`src/dps_pkg.sv`:
```
// shared constants and types for the dual channel power sequencer
`default_nettype none

package dps_pkg;

  // ---------------------------------------------------------------
  // clock and timing
  // ---------------------------------------------------------------
  localparam int CLK_PERIOD_NS = 5;             // sys_clk at 200 MHz
  localparam int TIMER_PERIOD_NS = 200_000_000; // default timer cycle, 200 ms
  // longest time, rounded down, at least one cycle
  localparam int TIMER_CYCLES_DEF = (TIMER_PERIOD_NS / CLK_PERIOD_NS < 1) ? 1 :
                                    TIMER_PERIOD_NS / CLK_PERIOD_NS;
  localparam int BREAKER_FILTER_NS = 1500;      // sense fault must persist this long
  // least time, rounded up
  localparam int BREAKER_CYCLES = (BREAKER_FILTER_NS + CLK_PERIOD_NS - 1) / CLK_PERIOD_NS;
  localparam int BREAKER_CW = $clog2(BREAKER_CYCLES + 1);

  // ---------------------------------------------------------------
  // comparator input vector layout
  // ---------------------------------------------------------------
  localparam int IN_EN_LOW = 0;      // enable above 0.4 V
  localparam int IN_EN_MID = 1;      // enable above 0.8 V
  localparam int IN_EN_HIGH = 2;     // enable above 2 V
  localparam int IN_PRIMARY = 3;     // primary supply above 2.23 V
  localparam int IN_SECONDARY = 4;   // secondary supply above 1.12 V
  localparam int IN_SENSE = 5;       // sense drop above 50 mV
  localparam int IN_FEEDBACK = 6;    // feedback above 1.238 V
  localparam int IN_SPARE = 7;       // spare input above 1.238 V
  localparam int NUM_IN = 8;

  // ---------------------------------------------------------------
  // turn-on sequencer states
  // ---------------------------------------------------------------
  typedef enum logic [1:0] {
    seq_off = 2'b00,   // charge pump off, gates ramp down or clamped
    seq_wait = 2'b01,  // turn-on timer cycle running
    seq_on = 2'b10     // charge pump on
  } dps_seq_type;

endpackage : dps_pkg

`default_nettype wire

```
`src/dps_sequencer.sv`:
```
// two-channel supply switch sequencer with breaker and power-good reset
`default_nettype none

// Functional notes
// - enable start needs supplies above lockout, no breaker
// - timer done turns charge pump on
// - feedback good, one timing cycle, then release reset
// - enable between 0.4V and 0.8V ramps both down
// - feedback low drives reset low at once
// - enable mid level: timer, then channel one only
// - enable above 2V ramps channel two at once
// - enable between 0.8V and 2V ramps channel two down
// - enable below 0.4V clamps both gates to ground
// - spare output follows 1.238V comparator
// - qualified sense fault latches breaker, clamps both gates
// - short feedback good keeps reset low, restarts wait
module dps_sequencer #(
  parameter int unsigned TIMER_CYCLES = dps_pkg::TIMER_CYCLES_DEF
) (
  input wire logic sys_clk,
  input wire logic rstn,
  input wire logic enable_above_low,
  input wire logic enable_above_mid,
  input wire logic enable_above_high,
  input wire logic primary_supply,
  input wire logic secondary_supply,
  input wire logic sense_overcurrent,
  input wire logic feedback_monitor_input,
  input wire logic spare_compare_input,
  output logic channel_one_drive,
  output logic channel_one_clamp,
  output logic channel_two_drive,
  output logic channel_two_clamp,
  output logic system_reset_n,
  output logic spare_compare_output,
  output logic breaker_latched,
  output logic timer_running
);

  // ---------------------------------------------------------------
  // input synchronisation
  // ---------------------------------------------------------------
  logic [dps_pkg::NUM_IN-1:0] raw_in; // comparator levels from the pins
  logic [dps_pkg::NUM_IN-1:0] cmp;    // same levels, on sys_clk

  assign raw_in[dps_pkg::IN_EN_LOW] = enable_above_low;
  assign raw_in[dps_pkg::IN_EN_MID] = enable_above_mid;
  assign raw_in[dps_pkg::IN_EN_HIGH] = enable_above_high;
  assign raw_in[dps_pkg::IN_PRIMARY] = primary_supply;
  assign raw_in[dps_pkg::IN_SECONDARY] = secondary_supply;
  assign raw_in[dps_pkg::IN_SENSE] = sense_overcurrent;
  assign raw_in[dps_pkg::IN_FEEDBACK] = feedback_monitor_input;
  assign raw_in[dps_pkg::IN_SPARE] = spare_compare_input;

  // every threshold crossing passes two flops first
  dps_sync #(
    .W(dps_pkg::NUM_IN)
  ) u_sync (
    .sys_clk(sys_clk),
    .rstn(rstn),
    .async_in(raw_in),
    .sync_out(cmp)
  );

  // ---------------------------------------------------------------
  // decoded levels
  // ---------------------------------------------------------------
  logic en_low;       // enable above 0.4 V
  logic en_mid;       // enable above 0.8 V
  logic en_high;      // enable above 2 V
  logic supplies_ok;  // both supplies above lockout
  logic feedback_good; // monitored output is good

  assign en_low = cmp[dps_pkg::IN_EN_LOW];
  assign en_mid = cmp[dps_pkg::IN_EN_MID];
  assign en_high = cmp[dps_pkg::IN_EN_HIGH];
  assign supplies_ok = cmp[dps_pkg::IN_PRIMARY] & cmp[dps_pkg::IN_SECONDARY];
  assign feedback_good = cmp[dps_pkg::IN_FEEDBACK];

  // ---------------------------------------------------------------
  // circuit breaker
  // ---------------------------------------------------------------
  logic [dps_pkg::BREAKER_CW-1:0] fault_count; // cycles the sense fault has persisted
  logic fault_trip;                            // fault has lasted the filter time

  localparam logic [dps_pkg::BREAKER_CW-1:0] FAULT_LAST =
    dps_pkg::BREAKER_CW'(dps_pkg::BREAKER_CYCLES - 1);

  // persistence filter, restarts on any quiet cycle
  always_ff @(posedge sys_clk) begin
    if (!rstn || !cmp[dps_pkg::IN_SENSE]) begin
      fault_count <= '0;
    end else if (fault_count != FAULT_LAST) begin
      fault_count <= fault_count + dps_pkg::BREAKER_CW'(1);
    end
  end

  assign fault_trip = cmp[dps_pkg::IN_SENSE] && (fault_count == FAULT_LAST);

  // latch: trip sets, enable below 0.4 V clears, set wins
  always_ff @(posedge sys_clk) begin
    if (!rstn) begin
      breaker_latched <= 1'b0;
    end else if (fault_trip) begin
      breaker_latched <= 1'b1;
    end else if (!en_low) begin
      breaker_latched <= 1'b0;
    end
  end

  // ---------------------------------------------------------------
  // turn-on sequencer
  // ---------------------------------------------------------------
  dps_pkg::dps_seq_type seq_state;      // current sequencer state
  dps_pkg::dps_seq_type next_seq_state; // state for the next edge
  logic on_timer_done;                  // turn-on timer has completed
  logic start_ok;                       // conditions to begin a timer cycle

  assign start_ok = en_mid && supplies_ok && !breaker_latched && !fault_trip;

  // turn-on delay timer runs only in the wait state
  dps_timer #(
    .CYCLES(TIMER_CYCLES)
  ) u_on_timer (
    .sys_clk(sys_clk),
    .rstn(rstn),
    .run(seq_state == dps_pkg::seq_wait),
    .expired(on_timer_done)
  );

  // next state decode
  always_comb begin
    next_seq_state = seq_state;
    case (seq_state)
      dps_pkg::seq_off: begin
        // enable up with supplies good and no breaker: start timer
        if (start_ok) begin
          next_seq_state = dps_pkg::seq_wait;
        end
      end
      dps_pkg::seq_wait: begin
        // any loss of conditions abandons the cycle
        if (!start_ok) begin
          next_seq_state = dps_pkg::seq_off;
        end else if (on_timer_done) begin
          next_seq_state = dps_pkg::seq_on;
        end
      end
      dps_pkg::seq_on: begin
        // enable below 0.8 V, lockout or breaker stops the pump
        if (!start_ok) begin
          next_seq_state = dps_pkg::seq_off;
        end
      end
      default: begin
        next_seq_state = dps_pkg::seq_off;
      end
    endcase
  end

  // state register
  always_ff @(posedge sys_clk) begin
    if (!rstn) begin
      seq_state <= dps_pkg::seq_off;
    end else begin
      seq_state <= next_seq_state;
    end
  end

  // ---------------------------------------------------------------
  // gate drives
  // ---------------------------------------------------------------
  logic next_clamp;     // both gates pulled to ground
  logic next_one_drive; // channel one ramps up
  logic next_two_drive; // channel two ramps up

  // clamp beats ramp; neither drive nor clamp means ramp down
  always_comb begin
    next_clamp = !en_low || breaker_latched || fault_trip;
    // channel one needs the pump and enable above 0.8 V
    next_one_drive = !next_clamp && (next_seq_state == dps_pkg::seq_on);
    // channel two follows enable above 2 V with no extra delay
    next_two_drive = next_one_drive && en_high;
  end

  // drive outputs registered
  always_ff @(posedge sys_clk) begin
    if (!rstn) begin
      channel_one_drive <= 1'b0;
      channel_two_drive <= 1'b0;
      channel_one_clamp <= 1'b1;
      channel_two_clamp <= 1'b1;
    end else begin
      channel_one_drive <= next_one_drive;
      channel_two_drive <= next_two_drive;
      channel_one_clamp <= next_clamp;
      channel_two_clamp <= next_clamp;
    end
  end

  // timer activity flag for status
  always_ff @(posedge sys_clk) begin
    if (!rstn) begin
      timer_running <= 1'b0;
    end else begin
      timer_running <= (next_seq_state == dps_pkg::seq_wait);
    end
  end

  // ---------------------------------------------------------------
  // power-good reset monitor
  // ---------------------------------------------------------------
  logic pg_done; // feedback good for one full timing cycle

  // timer restarts from zero whenever feedback drops
  dps_timer #(
    .CYCLES(TIMER_CYCLES)
  ) u_pg_timer (
    .sys_clk(sys_clk),
    .rstn(rstn),
    .run(feedback_good),
    .expired(pg_done)
  );

  // release only after the full cycle, pull low on feedback loss
  always_ff @(posedge sys_clk) begin
    if (!rstn) begin
      system_reset_n <= 1'b0;
    end else begin
      system_reset_n <= feedback_good && pg_done;
    end
  end

  // ---------------------------------------------------------------
  // spare comparator
  // ---------------------------------------------------------------
  // output follows the reference comparison
  always_ff @(posedge sys_clk) begin
    if (!rstn) begin
      spare_compare_output <= 1'b0;
    end else begin
      spare_compare_output <= cmp[dps_pkg::IN_SPARE];
    end
  end
endmodule // dps_sequencer

`default_nettype wire

```
`src/dps_sync.sv`:
```
// two flip-flop synchroniser for a vector of comparator levels
`default_nettype none

module dps_sync #(
  parameter int W = 1
) (
  input wire logic sys_clk,
  input wire logic rstn,
  input wire logic [W-1:0] async_in,
  output logic [W-1:0] sync_out
);

  // ---------------------------------------------------------------
  // capture stages
  // ---------------------------------------------------------------
  logic [W-1:0] stage_one; // read only by the second stage

  // two stages, reset to all low
  always_ff @(posedge sys_clk) begin
    if (!rstn) begin
      stage_one <= '0;
      sync_out <= '0;
    end else begin
      stage_one <= async_in;
      sync_out <= stage_one;
    end
  end

endmodule // dps_sync

`default_nettype wire

```
`src/dps_timer.sv`:
```
// timing cycle counter: runs while enabled, flags a completed cycle
`default_nettype none

module dps_timer #(
  parameter int unsigned CYCLES = 4
) (
  input wire logic sys_clk,
  input wire logic rstn,
  input wire logic run,
  output logic expired
);

  // ---------------------------------------------------------------
  // counter
  // ---------------------------------------------------------------
  localparam int CW = $clog2(CYCLES + 1);
  localparam logic [CW-1:0] LAST = CW'(CYCLES - 1);
  logic [CW-1:0] count; // cycles spent while running

  // count up while run, restart from zero whenever run drops
  always_ff @(posedge sys_clk) begin
    if (!rstn || !run) begin
      count <= '0;
    end else if (!expired) begin
      count <= count + CW'(1);
    end
  end

  // expired holds once a full cycle has passed, until run drops
  always_ff @(posedge sys_clk) begin
    if (!rstn || !run) begin
      expired <= 1'b0;
    end else if (count == LAST) begin
      expired <= 1'b1;
    end
  end

endmodule // dps_timer

`default_nettype wire

```
`config.mk`:
```
export PLATFORM = sky130hd
export DESIGN_NAME = dps_sequencer
export DESIGN_NICKNAME = d
export VERILOG_FILES = /design/src/dps_pkg.sv /design/src/dps_sequencer.sv /design/src/dps_sync.sv /design/src/dps_timer.sv
export SDC_FILE = /design/constraint.sdc
export NUM_CORES = 1
export LEC_CHECK = 0
export BUFFER_PORTS_ARGS = -buffer_cell sky130_fd_sc_hd__buf_2
export CORE_MARGIN = 3
export CORE_UTILIZATION = 45
export CTS_BUF_LIST = sky130_fd_sc_hd__clkbuf_2
export DETAILED_ROUTE_END_ITERATION = 16
export MAX_ROUTING_LAYER = met4
export PLACE_DENSITY = 0.69
export SYNTH_ARGS = -nofsm -noshare
export SYNTH_HDL_FRONTEND = slang
export SYNTH_SLANG_ARGS = --single-unit
```
`constraint.sdc`:
```
create_clock -name sys_clk -period 3.62 [get_ports sys_clk]
set_input_delay 1.086 -clock sys_clk [delete_from_list [all_inputs] [get_ports sys_clk]]
set_output_delay 1.086 -clock sys_clk [all_outputs]
set_load 0.02 [all_outputs]
```
; ---- After elaboration in Yosys (flattened, before gate mapping)
; Index checks and enable logic that the tools add are counted.
[totals]
ff_bits = 88
input_bits = 10
out_inout_bits = 8
word_cells = 56
[op_classes]
n_addsub = 3
eq_ne = 9
muxes = 7
n_bitwise = 1
reduce_logical = 21
[op_table]
columns = cell, count
row1 = $add 26x1->26 const B, 2
row2 = $eq 26x26->1 const B, 2
row3 = $add 9x1->9 const B, 1
row4 = $eq 9x9->1 const B, 1
row5 = $ne 9x9->1 const B, 1
row6 = $logic_not 1->1, 8
row7 = $mux 2, 4
row8 = $logic_and 1x1->1, 7
row9 = $pmux 2 s3, 1
row10 = $logic_or 1x1->1, 5
row11 = $eq 2x1->1 const B, 2
row12 = $eq 2x2->1 const B, 2
row13 = $logic_not 2->1, 1
row14 = $mux 1, 2
row15 = $ne 2x2->1 const B, 1
row16 = $and 1x1->1, 1

; ---- Logic depth before layout (Yosys ltp)
[depth]
word_depth = 9
depth_mapped = 6
mapped_depth_nobuf = 5

; ---- Cells and area by module
; Synthesis repeated with hierarchy kept, for this count alone.
[unflattened]
cells_unflattened = 409
area_unflattened_um2 = 3831.2
[by_module_without_submodules]
columns = mod, n_inst, cells_each, area_per_inst_um2, seq_area_each_um2
row1 = dps_timer, 2, 146, 1295.0, 540.5
row2 = dps_sequencer, 1, 84, 794.5, 360.3
row3 = dps_sync, 1, 33, 446.7, 320.3

; ---- Worst setup path after synthesis
; OpenSTA, ideal clock, no wires.
[synth_timing]
path_type = input to register
startpoint = input rstn
endpoint = register u_on_timer.count[0]
setup_time_ns = 0.128
arrival_time_ns = 1.909
required_time_ns = 3.492
path_slack_ns = 1.583
stages = 5
path_buffers = 2
path_cell_list = clkbuf_1 nor2b_1 nand2_1 clkbuf_1 nor2_1
[synth_between]
elab_chain_cells = 2
[synth_lines]
columns = item, line_no
row1 = from (decl), dps_sequencer.sv:21  ; input wire logic rstn,
row2 = $logic_not 1->1, dps_timer.sv:22  ; if (!rstn || !run) begin
row3 = $logic_or 1x1->1, dps_timer.sv:22
row4 = to (signal assigned), dps_timer.sv:25  ; count <= count + CW'(1);
row5 = to (decl), dps_timer.sv:18  ; logic [CW-1:0] count;
; Every way passes these cells.
; A chain may end at the register's enable or synchronous reset.

; ---- Worst setup path in the final report
[layout_timing]
startpoint = register u_pg_timer.count[0]
endpoint = register u_pg_timer.count[20]
[layout_between]
elab_chain_cells = 1
[layout_lines]
columns = item, line_no
row1 = from (decl), dps_timer.sv:18
row2 = from (signal assigned), dps_timer.sv:25
row3 = $add 26x1->26, dps_timer.sv:25
; Every way passes these cells.

==> metrics.cfg <==
[global_routing]
total_track_usage_pct=14.7
grt_overflow=0
grt_pass1_vias=2649
grt_antenna_before_repair=0
grt_start_max_net_pins=28
grt_pass1_wl_mm=11.7

[worst_setup_path]
crit_type=flop to flop
rrSetupSlack_ns=1.36
launch_instance_of_the_worst_register_to_register_path=u_pg_timer.count[0]$_SDFFE_PP0N_
crit_required_ns=4.06
cp-end-kind=flop
regToRegEndpoint=u_pg_timer.count[20]$_SDFFE_PP0N_
worst_r2r_path_depth=5
worst-path-max-fanout=12
timing.critical_path.arrival_ns=2.70
startpoint_type=flop

[power_and_ir_drop]
power.ir.vdd_worst_mv=0.228
power.share.clock_pct=29.4
switching_power_uw=344
power_density_nw_per_um2=360
seq_power_share_pct=69.1
pwr-share-comb_pct=1.5
power.switching_fraction_pct=24.1
p_leak_uw=0.00128
intPower_uw=1080

[synth]
cells_after_synthesis=403
synthDistinctLibCells=51
nets_in_the_synthesized_netlist=416
netlist_area_um2=3740
synth_ff_type=sky130_fd_sc_hd__dfxtp_1
synth_edf_count=0
yosysSeqAreaShare_pct=47.1
count_of_synthesis_stage_warnings_from_yosys=0
avgSynthCellArea_um2=9.29
async_flop_share_pct=0
synth.ff_latch_count=88

[routing]
detailed_route_wl_mm=6.60
route.detailed.vias_per_inst=5.62
vias=2938
drc_errors=0
detailedRoute.firstPassIterationCount=4
drt-wirelength-per-cell_um=12.6
detailedRoute.firstIterationViolations=175
drt.antenna.violating_nets=0

[clock_tree]
tritoncts_clock_tree=built
postCtsResizedCells=0
cts_made_buffers=9
root_buffer_selected_by_cts=sky130_fd_sc_hd__clkbuf_2
clk-insertion-delay-late_ns=0.50
cts_setup_buffers=0
h-tree-depth=3
clkSinkCount=88
cts.path.max_buffers=2
clk_pin_slew_worst_paths_ns=0.23
cts_hold_buffers=0

[placed_design]
detailedPlace.worstSlack_ns=1.03
dp_hpwl_mm=4.47
globalplace.congestion=0.806
port_buffers=17

[worst_hold_path]
hp-class=flop to flop
timing.hold.worst.start=u_sync.stage_one[5]$_SDFF_PN0_
min_delay_worst_endpoint=u_sync.sync_out[5]$_SDFF_PN0_
count_of_cells_along_the_worst_hold_path=1

[die]
chipHeight_um=97.2
die_x_um=97.2
std_cell_rows=32
initial_core_util_pct=47.4
die_area_um2=9450
design.portCount=18
core-area_um2=7890

[timing]
final.period_utilization_pct=62.5
timing.fmax_mhz=442
setup_violations=0
grt_setup_unrepaired=no
worstMarginPinSlew_ns=0.910
period_minus_slack_ns=2.26
finalWorstSetupSlack_ns=1.36
max-slew-margin-rel_pct=39.2
final_hold_viol_count=0
finalSetupTns_ns=0
timing.clock.skew_ns=0.0192
drv_slew=0

[finish]
final_layout_size_suffix_gt1_share_pct=10.5
area_delta_synth_final_pct=5.82
insertedDiodeCount=0
layout.nets=429

[outcome]
run_status=complete, no violations

[flow_run]
max_cap_violations=0

-- layout by cell type (no fill, tap or decap), types with 10 or more instances in the layout --
cell / netlist / routed
sky130_fd_sc_hd__a21oi_1: 33 / 33
sky130_fd_sc_hd__dfxtp_1: 88 / 88
sky130_fd_sc_hd__and2_1: 19 / 19
sky130_fd_sc_hd__o31ai_1: 13 / 13
sky130_fd_sc_hd__or4_1: 12 / 12
sky130_fd_sc_hd__o21ai_0: 20 / 20
sky130_fd_sc_hd__nand2_1: 31 / 31
sky130_fd_sc_hd__nor2_1: 27 / 27
sky130_fd_sc_hd__nand4_1: 11 / 11
sky130_fd_sc_hd__buf_2: 3 / 17
sky130_fd_sc_hd__or3_1: 20 / 20
sky130_fd_sc_hd__xnor2_1: 12 / 12
sky130_fd_sc_hd__xor2_1: 10 / 10
sky130_fd_sc_hd__nand3_1: 14 / 14
-- synthesized netlist by cell type, drive strengths merged (2+ instances only) --
| library cell | instances | share of area (%) |
|---|---|---|
| nor3 | 7 | 0.94 |
| and2 | 21 | 3.5 |
| clkbuf | 8 | 0.80 |
| o211ai | 2 | 0.40 |
| nor4b | 6 | 1.8 |
| inv | 6 | 0.60 |
| nand2b | 6 | 1.0 |
| nand3b | 2 | 0.74 |
| or4b | 2 | 0.53 |
| dfxtp | 88 | 47 |
| nand3 | 15 | 2.1 |
| o31ai | 13 | 2.6 |
| buf | 7 | 1.5 |
| xor2 | 10 | 2.3 |
| nand4b | 3 | 1.3 |
| mux2 | 2 | 0.60 |
| nand2 | 31 | 3.1 |
| nor2 | 27 | 2.7 |
| and4 | 9 | 2.1 |
| or4 | 14 | 3.0 |
| and3 | 3 | 0.50 |
| a21oi | 33 | 4.4 |
| nor2b | 3 | 0.50 |
| nand4 | 11 | 1.8 |
| mux2i | 3 | 0.80 |
| ha | 3 | 1.0 |
| o21ai | 20 | 2.7 |
| nor4 | 5 | 0.84 |
| or3 | 21 | 3.6 |
| xnor2 | 12 | 2.8 |
-- power by group through the flow --
stage               sequential [uW]  combinational (uW)  clock (uW)
finish                          984                21.3         418
global route                    987                24.7         469
CTS                             985                21.8         436
detailed placement             1000                21.8           0
global placement               1000                21.1           0
floorplan                      1000                14.2           0
-- per-stage QoR --
step | instance area, um^2 | total power (uW) | utilization (%) | std cells | hold WS (ns)
after floorplan | 3740 | 1020 | - | 403 | 0.398
after global placement | 3870 | 1020 | 49.0 | 507 | 0.411
after detailed placement | 3870 | 1020 | 49.0 | 507 | 0.419
after CTS | 3960 | 1440 | 50.2 | 523 | 0.450
after global routing | 3960 | 1480 | 50.2 | 523 | 0.439
final | 3960 | 1420 | 50.2 | 523 | 0.449
-- logic make-up after synthesis --
group	after synthesis	share of synthesized area [%]
and+or+nand+nor	190	31.1
DFF	88	47.1
AOI/OAI and AO/OA	74	11.4
xor gates and xnor gates	22	5.15
buffers and inverters	21	2.91
muxes	5	1.40
adders and majority gates	3	1.00
-- worst max-delay path by stage --
stage / startpoint / slack (ns) / end
final: u_pg_timer.count[0]$_SDFFE_PP0N_ / 1.36 / u_pg_timer.count[20]$_SDFFE_PP0N_
after global routing: u_pg_timer.count[1]$_SDFFE_PP0N_ / 1.21 / u_pg_timer.count[20]$_SDFFE_PP0N_
after CTS: u_pg_timer.count[0]$_SDFFE_PP0N_ / 1.34 / u_pg_timer.count[20]$_SDFFE_PP0N_
after detailed placement: rstn / 1.03 / u_on_timer.count[25]$_SDFFE_PP0N_
after global placement: rstn / 1.12 / u_on_timer.count[14]$_SDFFE_PP0N_
after floorplan: rstn / 1.58 / u_on_timer.count[0]$_SDFFE_PP0N_
-- registers in the layout, summed over array words and instances, names as in the netlist, 2 cells and up --
signal,flops
seq_state,2
fault_count,9
u_pg_timer.count,26
u_sync.sync_out,8
u_sync.stage_one,8
u_on_timer.count,26
-- critical path: stages, from the launching register on --
cell and delay (ns):
sky130_fd_sc_hd__dfxtp_1 0.46, sky130_fd_sc_hd__ha_1 0.21, sky130_fd_sc_hd__nand4_1 0.22, sky130_fd_sc_hd__or3_1 0.61
sky130_fd_sc_hd__or4_1 0.56, sky130_fd_sc_hd__a21oi_1 0.14
-- layer usage --
metal | vias up | part of all wire, % | global-route usage (%)
met3 | 10 | 3.5 | 2.30
met1 | 1371 | 51 | 19.8
met4 | 0 | 1.6 | 6.05
met5 | - | 0 | -
li1 | 1504 | - | -
met2 | 53 | 44 | 22.1
-- area by class of cell --
class	count	area (um^2)
fill	744	3930
multi-input combinational	294	1870
sequential	88	1760
tap	102	128
timing repair buffer	17	85.1
clock inverter	7	46.3
clock buffer	9	45.0
inverter	6	22.5
Power figures use the tool's default switching activity.
